--- src/nfh_pkg.sv ---
// package for the nand flash host controller: geometry, command codes,
// timing, operation table and the structs that carry requests and pins.
// assumes a 200 MHz clock and a device answering on 8 or 16 i/o lines.
package nfh_pkg;

    // clock and pin timing; times in ns, counts derived, least times round up
    localparam int CLK_PERIOD_NS     = 5;
    localparam int STROBE_LOW_NS     = 30;
    localparam int STROBE_HIGH_NS    = 20;
    localparam int BUSY_SETTLE_NS    = 100;
    localparam int STROBE_LOW_CYC    =
        (STROBE_LOW_NS + CLK_PERIOD_NS - 1) / CLK_PERIOD_NS;
    localparam int STROBE_HIGH_CYC   =
        (STROBE_HIGH_NS + CLK_PERIOD_NS - 1) / CLK_PERIOD_NS;
    localparam int BUSY_SETTLE_CYC   =
        (BUSY_SETTLE_NS + CLK_PERIOD_NS - 1) / CLK_PERIOD_NS;
    localparam int CNT_W             = 8;

    // array geometry
    localparam int PAGE_BYTES        = 2112;
    localparam int PAGE_WORDS        = 1056;
    localparam int SPARE_COL_X8      = 2048;
    localparam int SPARE_COL_X16     = 1024;
    localparam int PAGE_COUNT        = 65536;
    localparam int BLOCK_COUNT       = 1024;
    localparam int PAGES_PER_BLOCK   = 64;
    localparam int ADDR_BITS_X8      = 28;
    localparam int ADDR_BITS_X16     = 27;
    localparam int COL_W             = 12;
    localparam int ROW_W             = 16;
    localparam int LEN_W             = 12;
    localparam int IO_W              = 16;
    localparam int FIFO_DEPTH        = 4;

    // address cycle layout: two column bytes, then two row bytes
    localparam logic [2:0] ADDR_COL_LO = 3'h0;
    localparam logic [2:0] ADDR_COL_HI = 3'h1;
    localparam logic [2:0] ADDR_ROW_LO = 3'h2;
    localparam logic [2:0] ADDR_ROW_HI = 3'h3;
    localparam logic [2:0] ADDR_END    = 3'h4;
    localparam logic [7:0] COL_HI_MASK_X8  = 8'h0f;
    localparam logic [7:0] COL_HI_MASK_X16 = 8'h07;

    // command codes
    localparam logic [7:0] CMD_READ_SETUP   = 8'h00;
    localparam logic [7:0] CMD_READ_GO      = 8'h30;
    localparam logic [7:0] CMD_READ_COPY_GO = 8'h35;
    localparam logic [7:0] CMD_READ_ID      = 8'h90;
    localparam logic [7:0] CMD_RESET        = 8'hff;
    localparam logic [7:0] CMD_PROG_SETUP   = 8'h80;
    localparam logic [7:0] CMD_PROG_GO      = 8'h10;
    localparam logic [7:0] CMD_CACHE_GO     = 8'h15;
    localparam logic [7:0] CMD_COPY_SETUP   = 8'h85;
    localparam logic [7:0] CMD_ERASE_SETUP  = 8'h60;
    localparam logic [7:0] CMD_ERASE_GO     = 8'hd0;
    localparam logic [7:0] CMD_RAND_OUT     = 8'h05;
    localparam logic [7:0] CMD_RAND_OUT_GO  = 8'he0;
    localparam logic [7:0] CMD_STATUS       = 8'h70;
    localparam logic [7:0] CMD_NONE         = 8'h00;

    // operations the host offers its user
    typedef enum logic [3:0] {
        OP_READ      = 4'h0,
        OP_READ_COPY = 4'h1,
        OP_READ_ID   = 4'h2,
        OP_RESET     = 4'h3,
        OP_PROGRAM   = 4'h4,
        OP_CACHE_PRG = 4'h5,
        OP_COPY_PRG  = 4'h6,
        OP_ERASE     = 4'h7,
        OP_RAND_IN   = 4'h8,
        OP_RAND_OUT  = 4'h9,
        OP_STATUS    = 4'ha,
        OP_AUTO_READ = 4'hb
    } nfhOp_t;

    typedef struct packed {
        nfhOp_t             op;
        logic [COL_W-1:0]   column;
        logic [ROW_W-1:0]   row;
        logic [LEN_W-1:0]   len;
    } nfhReq_t;

    typedef struct packed {
        logic ceN;
        logic cle;
        logic ale;
        logic weN;
        logic readStrobeN;
        logic wpN;
    } nfhPins_t;

    // how one operation walks the bus
    typedef struct packed {
        logic       hasCmd1;
        logic [7:0] cmd1;
        logic [2:0] addrFirst;
        logic [2:0] addrLast;
        logic       hasData;
        logic       dataRead;
        logic       hasCmd2;
        logic [7:0] cmd2;
        logic       waitBusy;
    } nfhOpInfo_t;

    function automatic nfhOpInfo_t nfhDecode(input nfhOp_t op);
        nfhOpInfo_t i;
        i = '{1'b1, CMD_NONE, ADDR_COL_LO, ADDR_END, 1'b0, 1'b0,
              1'b0, CMD_NONE, 1'b1};
        unique case (op)
            OP_READ: begin
                i.cmd1 = CMD_READ_SETUP;
                i.hasCmd2 = 1'b1;
                i.cmd2 = CMD_READ_GO;
                i.hasData = 1'b1;
                i.dataRead = 1'b1;
            end
            OP_READ_COPY: begin
                i.cmd1 = CMD_READ_SETUP;
                i.hasCmd2 = 1'b1;
                i.cmd2 = CMD_READ_COPY_GO;
            end
            OP_READ_ID, OP_STATUS, OP_RESET: begin
                i.cmd1 = (op == OP_READ_ID) ? CMD_READ_ID :
                         (op == OP_STATUS) ? CMD_STATUS : CMD_RESET;
                i.addrFirst = ADDR_END;
                i.hasData = (op != OP_RESET);
                i.dataRead = 1'b1;
            end
            OP_PROGRAM, OP_CACHE_PRG: begin
                i.cmd1 = CMD_PROG_SETUP;
                i.hasData = 1'b1;
                i.hasCmd2 = 1'b1;
                i.cmd2 = (op == OP_PROGRAM) ? CMD_PROG_GO : CMD_CACHE_GO;
            end
            OP_COPY_PRG: begin
                i.cmd1 = CMD_COPY_SETUP;
                i.hasCmd2 = 1'b1;
                i.cmd2 = CMD_PROG_GO;
            end
            OP_ERASE: begin
                i.cmd1 = CMD_ERASE_SETUP;
                i.addrFirst = ADDR_ROW_LO;
                i.hasCmd2 = 1'b1;
                i.cmd2 = CMD_ERASE_GO;
            end
            OP_RAND_IN: begin
                i.cmd1 = CMD_COPY_SETUP;
                i.addrLast = ADDR_ROW_LO;
                i.hasData = 1'b1;
                i.waitBusy = 1'b0;
            end
            OP_RAND_OUT: begin
                i.cmd1 = CMD_RAND_OUT;
                i.addrLast = ADDR_ROW_LO;
                i.hasCmd2 = 1'b1;
                i.cmd2 = CMD_RAND_OUT_GO;
                i.hasData = 1'b1;
                i.dataRead = 1'b1;
            end
            OP_AUTO_READ: begin
                i.hasCmd1 = 1'b0;
                i.addrFirst = ADDR_END;
                i.hasData = 1'b1;
                i.dataRead = 1'b1;
            end
            default: i.hasCmd1 = 1'b0;
        endcase
        return i;
    endfunction

endpackage

--- src/nfh_fifo.sv ---
// small first-in first-out buffer with valid/ready on both sides.
// assumes one clock and a synchronised active-low reset from its parent.
`timescale 1ns/1ps
module nfh_fifo #(
    parameter int WIDTH = 16,
    parameter int DEPTH = 4
) (
    input  wire logic             clk,
    input  wire logic             rstN,
    input  wire logic             inValid,
    output logic                  inReady,
    input  wire logic [WIDTH-1:0] inData,
    output logic                  outValid,
    input  wire logic             outReady,
    output logic [WIDTH-1:0]      outData
);
    localparam int PW = $clog2(DEPTH);

    logic [WIDTH-1:0] mem [DEPTH];
    logic [PW-1:0]    wrPtr_reg, wrPtr_next, rdPtr_reg, rdPtr_next;
    logic [PW:0]      count_reg, count_next;
    logic             notFull_reg, notFull_next, notEmpty_reg, notEmpty_next;
    logic             push, pop;

    // flags are registered so the user-facing ready comes from a flop
    always_comb begin
        push = inValid && notFull_reg;
        pop = outReady && notEmpty_reg;
        wrPtr_next = push ? PW'((32'(wrPtr_reg) + 1) % DEPTH) : wrPtr_reg;
        rdPtr_next = pop ? PW'((32'(rdPtr_reg) + 1) % DEPTH) : rdPtr_reg;
        count_next = count_reg + (PW+1)'(push) - (PW+1)'(pop);
        notFull_next = (32'(count_next) < DEPTH);
        notEmpty_next = (count_next != '0);
    end

    always_ff @(posedge clk or negedge rstN) begin
        if (!rstN) begin
            wrPtr_reg <= '0;
            rdPtr_reg <= '0;
            count_reg <= '0;
            notFull_reg <= 1'b1;
            notEmpty_reg <= 1'b0;
        end else begin
            wrPtr_reg <= wrPtr_next;
            rdPtr_reg <= rdPtr_next;
            count_reg <= count_next;
            notFull_reg <= notFull_next;
            notEmpty_reg <= notEmpty_next;
        end
    end

    // storage has no reset; only written words are ever read
    always_ff @(posedge clk) begin
        if (push) begin
            mem[wrPtr_reg] <= inData;
        end
    end

    assign inReady = notFull_reg;
    assign outValid = notEmpty_reg;
    assign outData = mem[rdPtr_reg];
endmodule

--- src/nfh_host.sv ---
// host-side controller that drives a page-organised nand flash over its
// command/address/data pins; program data passes through a small fifo.
// assumes all pin inputs are synchronous to clk and rbN is pulled up.
//
// Overview of operation
// - full address: two column then two row bytes
// - block erase sends only the two row bytes
// - command/address on low byte, upper lines low
// - cle marks command, ale marks address, else data
// - reset, status, id read are one command byte
// - read, program, erase use setup plus confirm code
// - read/program send four address bytes before confirm
// - copy-back: read with 00h/35h, program 85h/10h
// - random input 85h; random output 05h, column, E0h
// - host never sends undefined command codes
`timescale 1ns/1ps
module nfh_host
    import nfh_pkg::*;
#(
    parameter logic WIDE = 1'b0
) (
    input  wire logic            clk,
    input  wire logic            resetn,
    input  wire logic            reqValid,
    output logic                 reqReady,
    input  wire nfhReq_t         req,
    output logic                 doneValid,
    input  wire logic            wrValid,
    output logic                 wrReady,
    input  wire logic [IO_W-1:0] wrData,
    output logic                 rdValid,
    output logic [IO_W-1:0]      rdData,
    output nfhPins_t             pins,
    output logic [IO_W-1:0]      ioOut,
    output logic                 ioOe,
    input  wire logic [IO_W-1:0] ioIn,
    input  wire logic            rbN
);
    typedef enum logic [5:0] {
        S_IDLE = 6'h01,
        S_CMD1 = 6'h02,
        S_ADDR = 6'h04,
        S_DATA = 6'h08,
        S_CMD2 = 6'h10,
        S_BUSY = 6'h20
    } nfhState_t;

    logic rstMeta_reg, rstN;
    nfhState_t state_reg, state_next;
    nfhOpInfo_t info_reg, info_next;
    nfhReq_t req_reg, req_next;
    nfhPins_t pins_reg, pins_next;
    logic [IO_W-1:0] ioOut_reg, ioOut_next, rdData_reg, rdData_next;
    logic ioOe_reg, ioOe_next, rdValid_reg, rdValid_next;
    logic reqReady_reg, reqReady_next, doneValid_reg, doneValid_next;
    logic beatOn_reg, beatOn_next, beatLow_reg, beatLow_next;
    logic [CNT_W-1:0] cnt_reg, cnt_next;
    logic [2:0] addrIdx_reg, addrIdx_next;
    logic [LEN_W-1:0] words_reg, words_next;
    logic fifoValid, fifoPop;
    logic [IO_W-1:0] fifoData;
    logic beatEnd, lowEnd;

    // reset release through two flops; only the second is used
    always_ff @(posedge clk or negedge resetn) begin
        if (!resetn) begin
            rstMeta_reg <= 1'b0;
            rstN <= 1'b0;
        end else begin
            rstMeta_reg <= 1'b1;
            rstN <= rstMeta_reg;
        end
    end

    // program data buffer; wrReady falls when full and stalls the user
    nfh_fifo #(.WIDTH(IO_W), .DEPTH(FIFO_DEPTH)) u_fifo (
        .clk     (clk),
        .rstN    (rstN),
        .inValid (wrValid),
        .inReady (wrReady),
        .inData  (wrData),
        .outValid(fifoValid),
        .outReady(fifoPop),
        .outData (fifoData)
    );

    // one address byte; column high masked so unused lines stay low
    function automatic logic [7:0] addrByte(input logic [2:0] idx,
                                            input nfhReq_t r);
        logic [7:0] b;
        b = 8'h00;
        unique case (idx)
            ADDR_COL_LO: b = r.column[7:0];
            ADDR_COL_HI: b = 8'(r.column[COL_W-1:8]) &
                             (WIDE ? COL_HI_MASK_X16 : COL_HI_MASK_X8);
            ADDR_ROW_LO: b = r.row[7:0];
            ADDR_ROW_HI: b = r.row[ROW_W-1:8];
            default:     b = 8'h00;
        endcase
        return b;
    endfunction

    assign lowEnd = beatOn_reg && beatLow_reg && (cnt_reg == '0);
    assign beatEnd = beatOn_reg && !beatLow_reg && (cnt_reg == '0);
    // no pop once the length is used up, so spare words stay queued
    assign fifoPop = (state_reg == S_DATA) && !info_reg.dataRead &&
                     !beatOn_reg && fifoValid && (words_reg != '0);

    // sequencer: each bus beat is strobe low then strobe high
    always_comb begin
        state_next = state_reg;
        info_next = info_reg;
        req_next = req_reg;
        pins_next = pins_reg;
        ioOut_next = ioOut_reg;
        ioOe_next = ioOe_reg;
        rdData_next = rdData_reg;
        rdValid_next = 1'b0;
        reqReady_next = reqReady_reg;
        doneValid_next = 1'b0;
        beatOn_next = beatOn_reg;
        beatLow_next = beatLow_reg;
        cnt_next = (cnt_reg != '0) ? cnt_reg - 1'b1 : cnt_reg;
        addrIdx_next = addrIdx_reg;
        words_next = words_reg;
        // end of low half: raise the strobe, the device latches here
        if (lowEnd) begin
            beatLow_next = 1'b0;
            cnt_next = CNT_W'(STROBE_HIGH_CYC - 1);
            pins_next.weN = 1'b1;
            pins_next.readStrobeN = 1'b1;
            if (state_reg == S_DATA && info_reg.dataRead) begin
                rdData_next = WIDE ? ioIn : {8'h00, ioIn[7:0]};
                rdValid_next = 1'b1;
            end
        end
        unique case (state_reg)
            S_IDLE: begin
                pins_next.ceN = 1'b1;
                pins_next.cle = 1'b0;
                pins_next.ale = 1'b0;
                pins_next.wpN = 1'b0; // protects the array between ops
                ioOe_next = 1'b0;
                if (reqValid && reqReady_reg) begin
                    req_next = req;
                    info_next = nfhDecode(req.op); // only legal codes
                    addrIdx_next = info_next.addrFirst;
                    words_next = req.len;
                    reqReady_next = 1'b0;
                    pins_next.ceN = 1'b0;
                    pins_next.wpN = 1'b1;
                    // auto-read skips the command and goes through the busy wait to the data phase
                    state_next = info_next.hasCmd1 ? S_CMD1 : S_BUSY;
                    cnt_next = CNT_W'(BUSY_SETTLE_CYC);
                end
            end
            S_CMD1, S_CMD2: begin
                if (!beatOn_reg) begin
                    // command byte on the low lines with cle high
                    beatOn_next = 1'b1;
                    beatLow_next = 1'b1;
                    cnt_next = CNT_W'(STROBE_LOW_CYC - 1);
                    pins_next.cle = 1'b1;
                    pins_next.ale = 1'b0;
                    pins_next.weN = 1'b0;
                    ioOe_next = 1'b1;
                    ioOut_next = {8'h00, (state_reg == S_CMD1) ?
                                  info_reg.cmd1 : info_reg.cmd2};
                end else if (beatEnd) begin
                    beatOn_next = 1'b0;
                    pins_next.cle = 1'b0;
                    cnt_next = CNT_W'(BUSY_SETTLE_CYC);
                    // one-byte commands skip the confirm
                    if (state_reg == S_CMD1 &&
                        info_reg.addrFirst != info_reg.addrLast) begin
                        state_next = S_ADDR;
                    end else if (state_reg == S_CMD1 && info_reg.hasData &&
                                 !info_reg.dataRead) begin
                        state_next = S_DATA;
                    end else if (state_reg == S_CMD1 && info_reg.hasCmd2) begin
                        state_next = S_CMD2; // setup then confirm
                    end else begin
                        state_next = S_BUSY;
                    end
                end
            end
            S_ADDR: begin
                if (!beatOn_reg) begin
                    // address bytes in column-then-row order
                    beatOn_next = 1'b1;
                    beatLow_next = 1'b1;
                    cnt_next = CNT_W'(STROBE_LOW_CYC - 1);
                    pins_next.ale = 1'b1;
                    pins_next.weN = 1'b0;
                    ioOe_next = 1'b1;
                    ioOut_next = {8'h00, addrByte(addrIdx_reg, req_reg)};
                end else if (beatEnd) begin
                    beatOn_next = 1'b0;
                    addrIdx_next = addrIdx_reg + 3'h1;
                    // erase stops after row bytes, random ops after column
                    if (addrIdx_reg + 3'h1 == info_reg.addrLast) begin
                        pins_next.ale = 1'b0;
                        cnt_next = CNT_W'(BUSY_SETTLE_CYC);
                        // all address bytes precede data or confirm
                        if (info_reg.hasData && !info_reg.dataRead) begin
                            state_next = S_DATA;
                        end else if (info_reg.hasCmd2) begin
                            state_next = S_CMD2;
                        end else begin
                            state_next = S_BUSY;
                        end
                    end
                end
            end
            S_DATA: begin
                if (!beatOn_reg && words_reg == '0) begin
                    ioOe_next = 1'b0;
                    cnt_next = CNT_W'(BUSY_SETTLE_CYC);
                    // program confirms after data, cache included
                    state_next = (info_reg.hasCmd2 && !info_reg.dataRead) ?
                                 S_CMD2 : S_BUSY;
                    if (info_reg.dataRead) begin
                        info_next.waitBusy = 1'b0;
                        info_next.hasData = 1'b0;
                    end
                end else if (!beatOn_reg && info_reg.dataRead) begin
                    // each read strobe fall gives the next word
                    beatOn_next = 1'b1;
                    beatLow_next = 1'b1;
                    cnt_next = CNT_W'(STROBE_LOW_CYC - 1);
                    pins_next.readStrobeN = 1'b0;
                    ioOe_next = 1'b0;
                end else if (!beatOn_reg && fifoValid) begin
                    // data beat: cle and ale both low
                    beatOn_next = 1'b1;
                    beatLow_next = 1'b1;
                    cnt_next = CNT_W'(STROBE_LOW_CYC - 1);
                    pins_next.weN = 1'b0;
                    ioOe_next = 1'b1;
                    ioOut_next = WIDE ? fifoData : {8'h00, fifoData[7:0]};
                end else if (beatEnd) begin
                    beatOn_next = 1'b0;
                    words_next = words_reg - 1'b1;
                end
            end
            S_BUSY: begin
                ioOe_next = 1'b0;
                // settle, then hold off until ready/busy is high
                if (cnt_reg == '0 && rbN) begin
                    if (info_reg.hasData && info_reg.dataRead) begin
                        state_next = S_DATA;
                    end else begin
                        state_next = S_IDLE;
                        reqReady_next = 1'b1;
                        doneValid_next = 1'b1;
                        pins_next.ceN = 1'b1;
                    end
                end
            end
            default: state_next = S_IDLE;
        endcase
    end

    // registers of the sequencer and the pin drivers
    always_ff @(posedge clk or negedge rstN) begin
        if (!rstN) begin
            state_reg <= S_IDLE;
            info_reg <= '0;
            req_reg <= '0;
            pins_reg <= '{1'b1, 1'b0, 1'b0, 1'b1, 1'b1, 1'b0};
            ioOut_reg <= '0;
            ioOe_reg <= 1'b0;
            rdData_reg <= '0;
            rdValid_reg <= 1'b0;
            reqReady_reg <= 1'b1;
            doneValid_reg <= 1'b0;
            beatOn_reg <= 1'b0;
            beatLow_reg <= 1'b0;
            cnt_reg <= '0;
            addrIdx_reg <= '0;
            words_reg <= '0;
        end else begin
            state_reg <= state_next;
            info_reg <= info_next;
            req_reg <= req_next;
            pins_reg <= pins_next;
            ioOut_reg <= ioOut_next;
            ioOe_reg <= ioOe_next;
            rdData_reg <= rdData_next;
            rdValid_reg <= rdValid_next;
            reqReady_reg <= reqReady_next;
            doneValid_reg <= doneValid_next;
            beatOn_reg <= beatOn_next;
            beatLow_reg <= beatLow_next;
            cnt_reg <= cnt_next;
            addrIdx_reg <= addrIdx_next;
            words_reg <= words_next;
        end
    end

    assign reqReady = reqReady_reg;
    assign doneValid = doneValid_reg;
    assign rdValid = rdValid_reg;
    assign rdData = rdData_reg;
    assign pins = pins_reg;
    assign ioOut = ioOut_reg;
    assign ioOe = ioOe_reg;
endmodule

--- config.mk ---
export PLATFORM = sky130hd
export DESIGN_NAME = nfh_host
export DESIGN_NICKNAME = d
export VERILOG_FILES = /design/src/nfh_pkg.sv /design/src/nfh_fifo.sv /design/src/nfh_host.sv
export SDC_FILE = /design/constraint.sdc
export NUM_CORES = 1
export LEC_CHECK = 0
export ABC_CLOCK_PERIOD_IN_PS = 3060
export BUFFER_PORTS_ARGS = -buffer_cell sky130_fd_sc_hd__buf_2
export CORE_MARGIN = 4
export CORE_UTILIZATION = 40
export CTS_CLUSTER_SIZE = 30
export DETAILED_ROUTE_END_ITERATION = 8
export HOLD_SLACK_MARGIN = 0.06
export MAX_ROUTING_LAYER = met4
export PLACE_DENSITY = 0.73
export SETUP_SLACK_MARGIN = 0.5
export SLEW_MARGIN = 20
export SYNTH_ARGS = -nofsm -noshare
export SYNTH_HDL_FRONTEND = slang
export SYNTH_SLANG_ARGS = --single-unit
--- constraint.sdc ---
create_clock -name clk -period 3.06 [get_ports clk]
set_input_delay 0.153 -clock clk [delete_from_list [all_inputs] [get_ports clk]]
set_output_delay 0.153 -clock clk [all_outputs]
set_load 0.03 [all_outputs]
==> impl_metrics.ini <==
[cells_and_area]
layout_commonest_cell = nand2_1
layout-drive-gt1-share_pct = 22.8
mostFrequentLayoutCells = nand2_1 (141), dfrtp_1 (101), buf_2 (91)
syn_to_final_growth_pct = 27.8
nets = 963
largest_reg_flops = 32
fillers = 1465
antenna_cells = 0
final_cell_area_sq_um = 9210
fin_util_pct = 52.7

[logic_synthesis]
netlist_top_cells_area = dfrtp_1 (37%), edfxtp_1 (13%), nand2_1 (7.3%)
synth_edf_count = 32
ys_seq_elements = 144
yosys_warnings = 0
async_reset_ff_share_pct = 77.8
syn_avg_cell_area_sq_um = 10.2
synth_cells = 705
synth_sequential_area_ratio_pct = 52.4
netlist_area_sq_um = 7200
yosysUniqueCellTypes = 74
synth_top_cell_by_area = dfrtp_1
synthDominantCellAreaShare_pct = 36.8
synth_flop_cell = dfrtp_1

[routing]
ant_nets = 0
drt_iter0_drc = 379
firstDrtPassIters = 7
vias = 5923
drt-total-wl_mm = 18.2
drc = 0
wl_per_cell_um = 16.5
vias_per_cell = 5.37

[timing]
post-route-period-util_pct = 84.1
hold_viol_final = 0
period_minus_slack_ns = 2.57
slew_viol_final = 0
worstMarginPinSlew_ns = 0.773
setup_violations = 0
max_freq_mhz = 389
holdWs_ns = 0.107
finClkSkew_ns = 0.0105
rsz0062_at_grt = true
relSlewSlack_pct = 48.5
setup_tns_ns = 0

[die]
die_h_um = 142
start_util_pct = 41.2
die_x_um = 142
rows = 48
core_region_area_sq_um = 17500
ios = 124
dieArea_sq_um = 20200

[power]
peakVddDrop_uv = 403
internal-power_mw = 3.15
leakage_nw = 4.19
clock_power_share_pct = 47.6
total_power_mw = 4.19
seqPwrFrac_pct = 47.4
pwr-share-comb_pct = 5.0
p_sw_share_pct = 24.9
net-switching-power_mw = 1.04
p_per_area_nw_per_um2 = 456

[grt]
grt_pass1_vias = 5850
globalRouteMet1Util_pct = 24.6
track_usage_pct = 19.0
grt_pass1_wl_mm = 29.6
grtUsageMet3_pct = 3.23
grt_overflow = 0
grt_max_degree = 59
top_usage_layer = met2
use_met2_pct = 29.9
antenna_found_initial = 0

[critical_path]
critPathKind = reg -> reg
crit_chain = inv_2 -> ha_4 -> nor4b_4 -> and4_4 -> nor4_4 -> ha_1 -> inv_1 -> ha_2 -> fa_2 -> or3_1
critPathMaxStageDelay_ns = 0.44
crit_fanout = 2
critPathSlowestCell = fa_2
cp.arrival_ns = 2.88
cp_data_required_time_ns = 3.37
critPathCaptureType = flop
start_kind = flop

[clock_network]
clk_latency_ns = 0.43
cts_num_sinks = 144
h-tree-depth = 4
numCtsBuffers = 17
cts_root_buf = clkbuf_16
cts.path.max_buffers = 2
clkTransAtPathRegs_ns = 0.06
cts_tree = yes

[placement]
placed_area_sq_um = 7860
portBuffers = 91
place_congestion = 0.877
place_hpwl_mm = 12.0

[outcome]
status = complete, no violations

[min_path]
hp-class = in -> reg

[flow_run]
drv_cap = 0
-- stage by stage --
step                      instances  setup WS [ns]
after floorplan                 720          0.410
after global placement          998          0.223
after detailed placement        998          0.143
after CTS                      1099          0.512
after global routing           1104          0.419
final                          1104          0.486
-- cells by family (layout without fill, tap and decap cells) --
group                    after synthesis  after routing  share of synthesized area [%]
adder cells (fa/ha/maj)               16             16                           2.88
flip-flops                           144            144                           52.4
XOR/XNOR                              17             17                           2.07
AND/OR/NAND/NOR                      275            275                           18.2
other                                  2             17                          0.104
buffers and inverters                 78            237                           5.23
multiplexers                          24             24                           4.86
AO/OA/AOI/OAI                        149            149                           14.3
-- worst paths after layout --
| path | end | start | slack, ns | cells past startpoint |
|---|---|---|---|---|
| max | u_fifo.outValid | words_reg[0] | 0.49 | 10 |
| min | words_reg[7] | req[7] | 0.11 | 3 |
| max reg2reg | u_fifo.outValid | words_reg[0] | 0.49 | 10 |
| min reg2reg | rstN | rstMeta_reg | 0.36 | 0 |
| max in group asynchronous | req_reg[22] | rstN | 1.90 | 1 |
| min in group asynchronous | u_fifo.wrPtr_reg[0] | rstN | 0.40 | 0 |
-- Yosys cell counts (all sizes together), types with 15 or more instances --
library cell	count
nand2	142
dfrtp	106
o21ai	41
nor2	39
buf	38
edfxtp	32
inv	25
a21oi	23
nor3	20
clkbuf	15
ha	15
nand3	15
-- worst max-delay path: cells and delay by family, from the launching register on --
kind / cells / cell delay [ns]
adder cells (fa/ha/maj): 4 / 1.04
AND/OR/NAND/NOR: 4 / 0.87
flip-flops: 1 / 0.39
buffers and inverters: 2 / 0.15
-- area by class of cell --
type / count / area, sq um / area share [%]
clock inverter: 15 / 149 / 1.62
tap: 225 / 282 / 3.06
inverter: 25 / 93.8 / 1.02
sequential: 144 / 3780 / 41.1
timing repair buffer: 180 / 1290 / 14.0
clock buffer: 17 / 425 / 4.62
multi-input combinational: 498 / 3190 / 34.6
-- layer usage --
| layer | routed length, um | part of all wire, % |
|---|---|---|
| met5 | 0 | 0 |
| met4 | 395 | 2.2 |
| met3 | 780 | 4.3 |
| met2 | 9160 | 50 |
| met1 | 7850 | 43 |
-- power by group through the flow --
stage	Sequential [mW]	Combinational (mW)	Clock, mW
5_1_grt	1.99	0.227	2.13
6_report	1.99	0.208	2.00
3_3_place_gp	2.03	0.141	0
3_5_place_dp	2.03	0.143	0
4_1_cts	1.99	0.205	2.04
2_1_floorplan	2.04	0.0707	0
-- repair_timing --
action,in CTS,in global routing
endpoints found under the setup margin,3,19
resized for setup,14,5
buffers inserted,8,5
hold endpoints to repair,86,0
hold buffers,61,0
pin swaps,5,4
(Power assumes the default switching activity.)
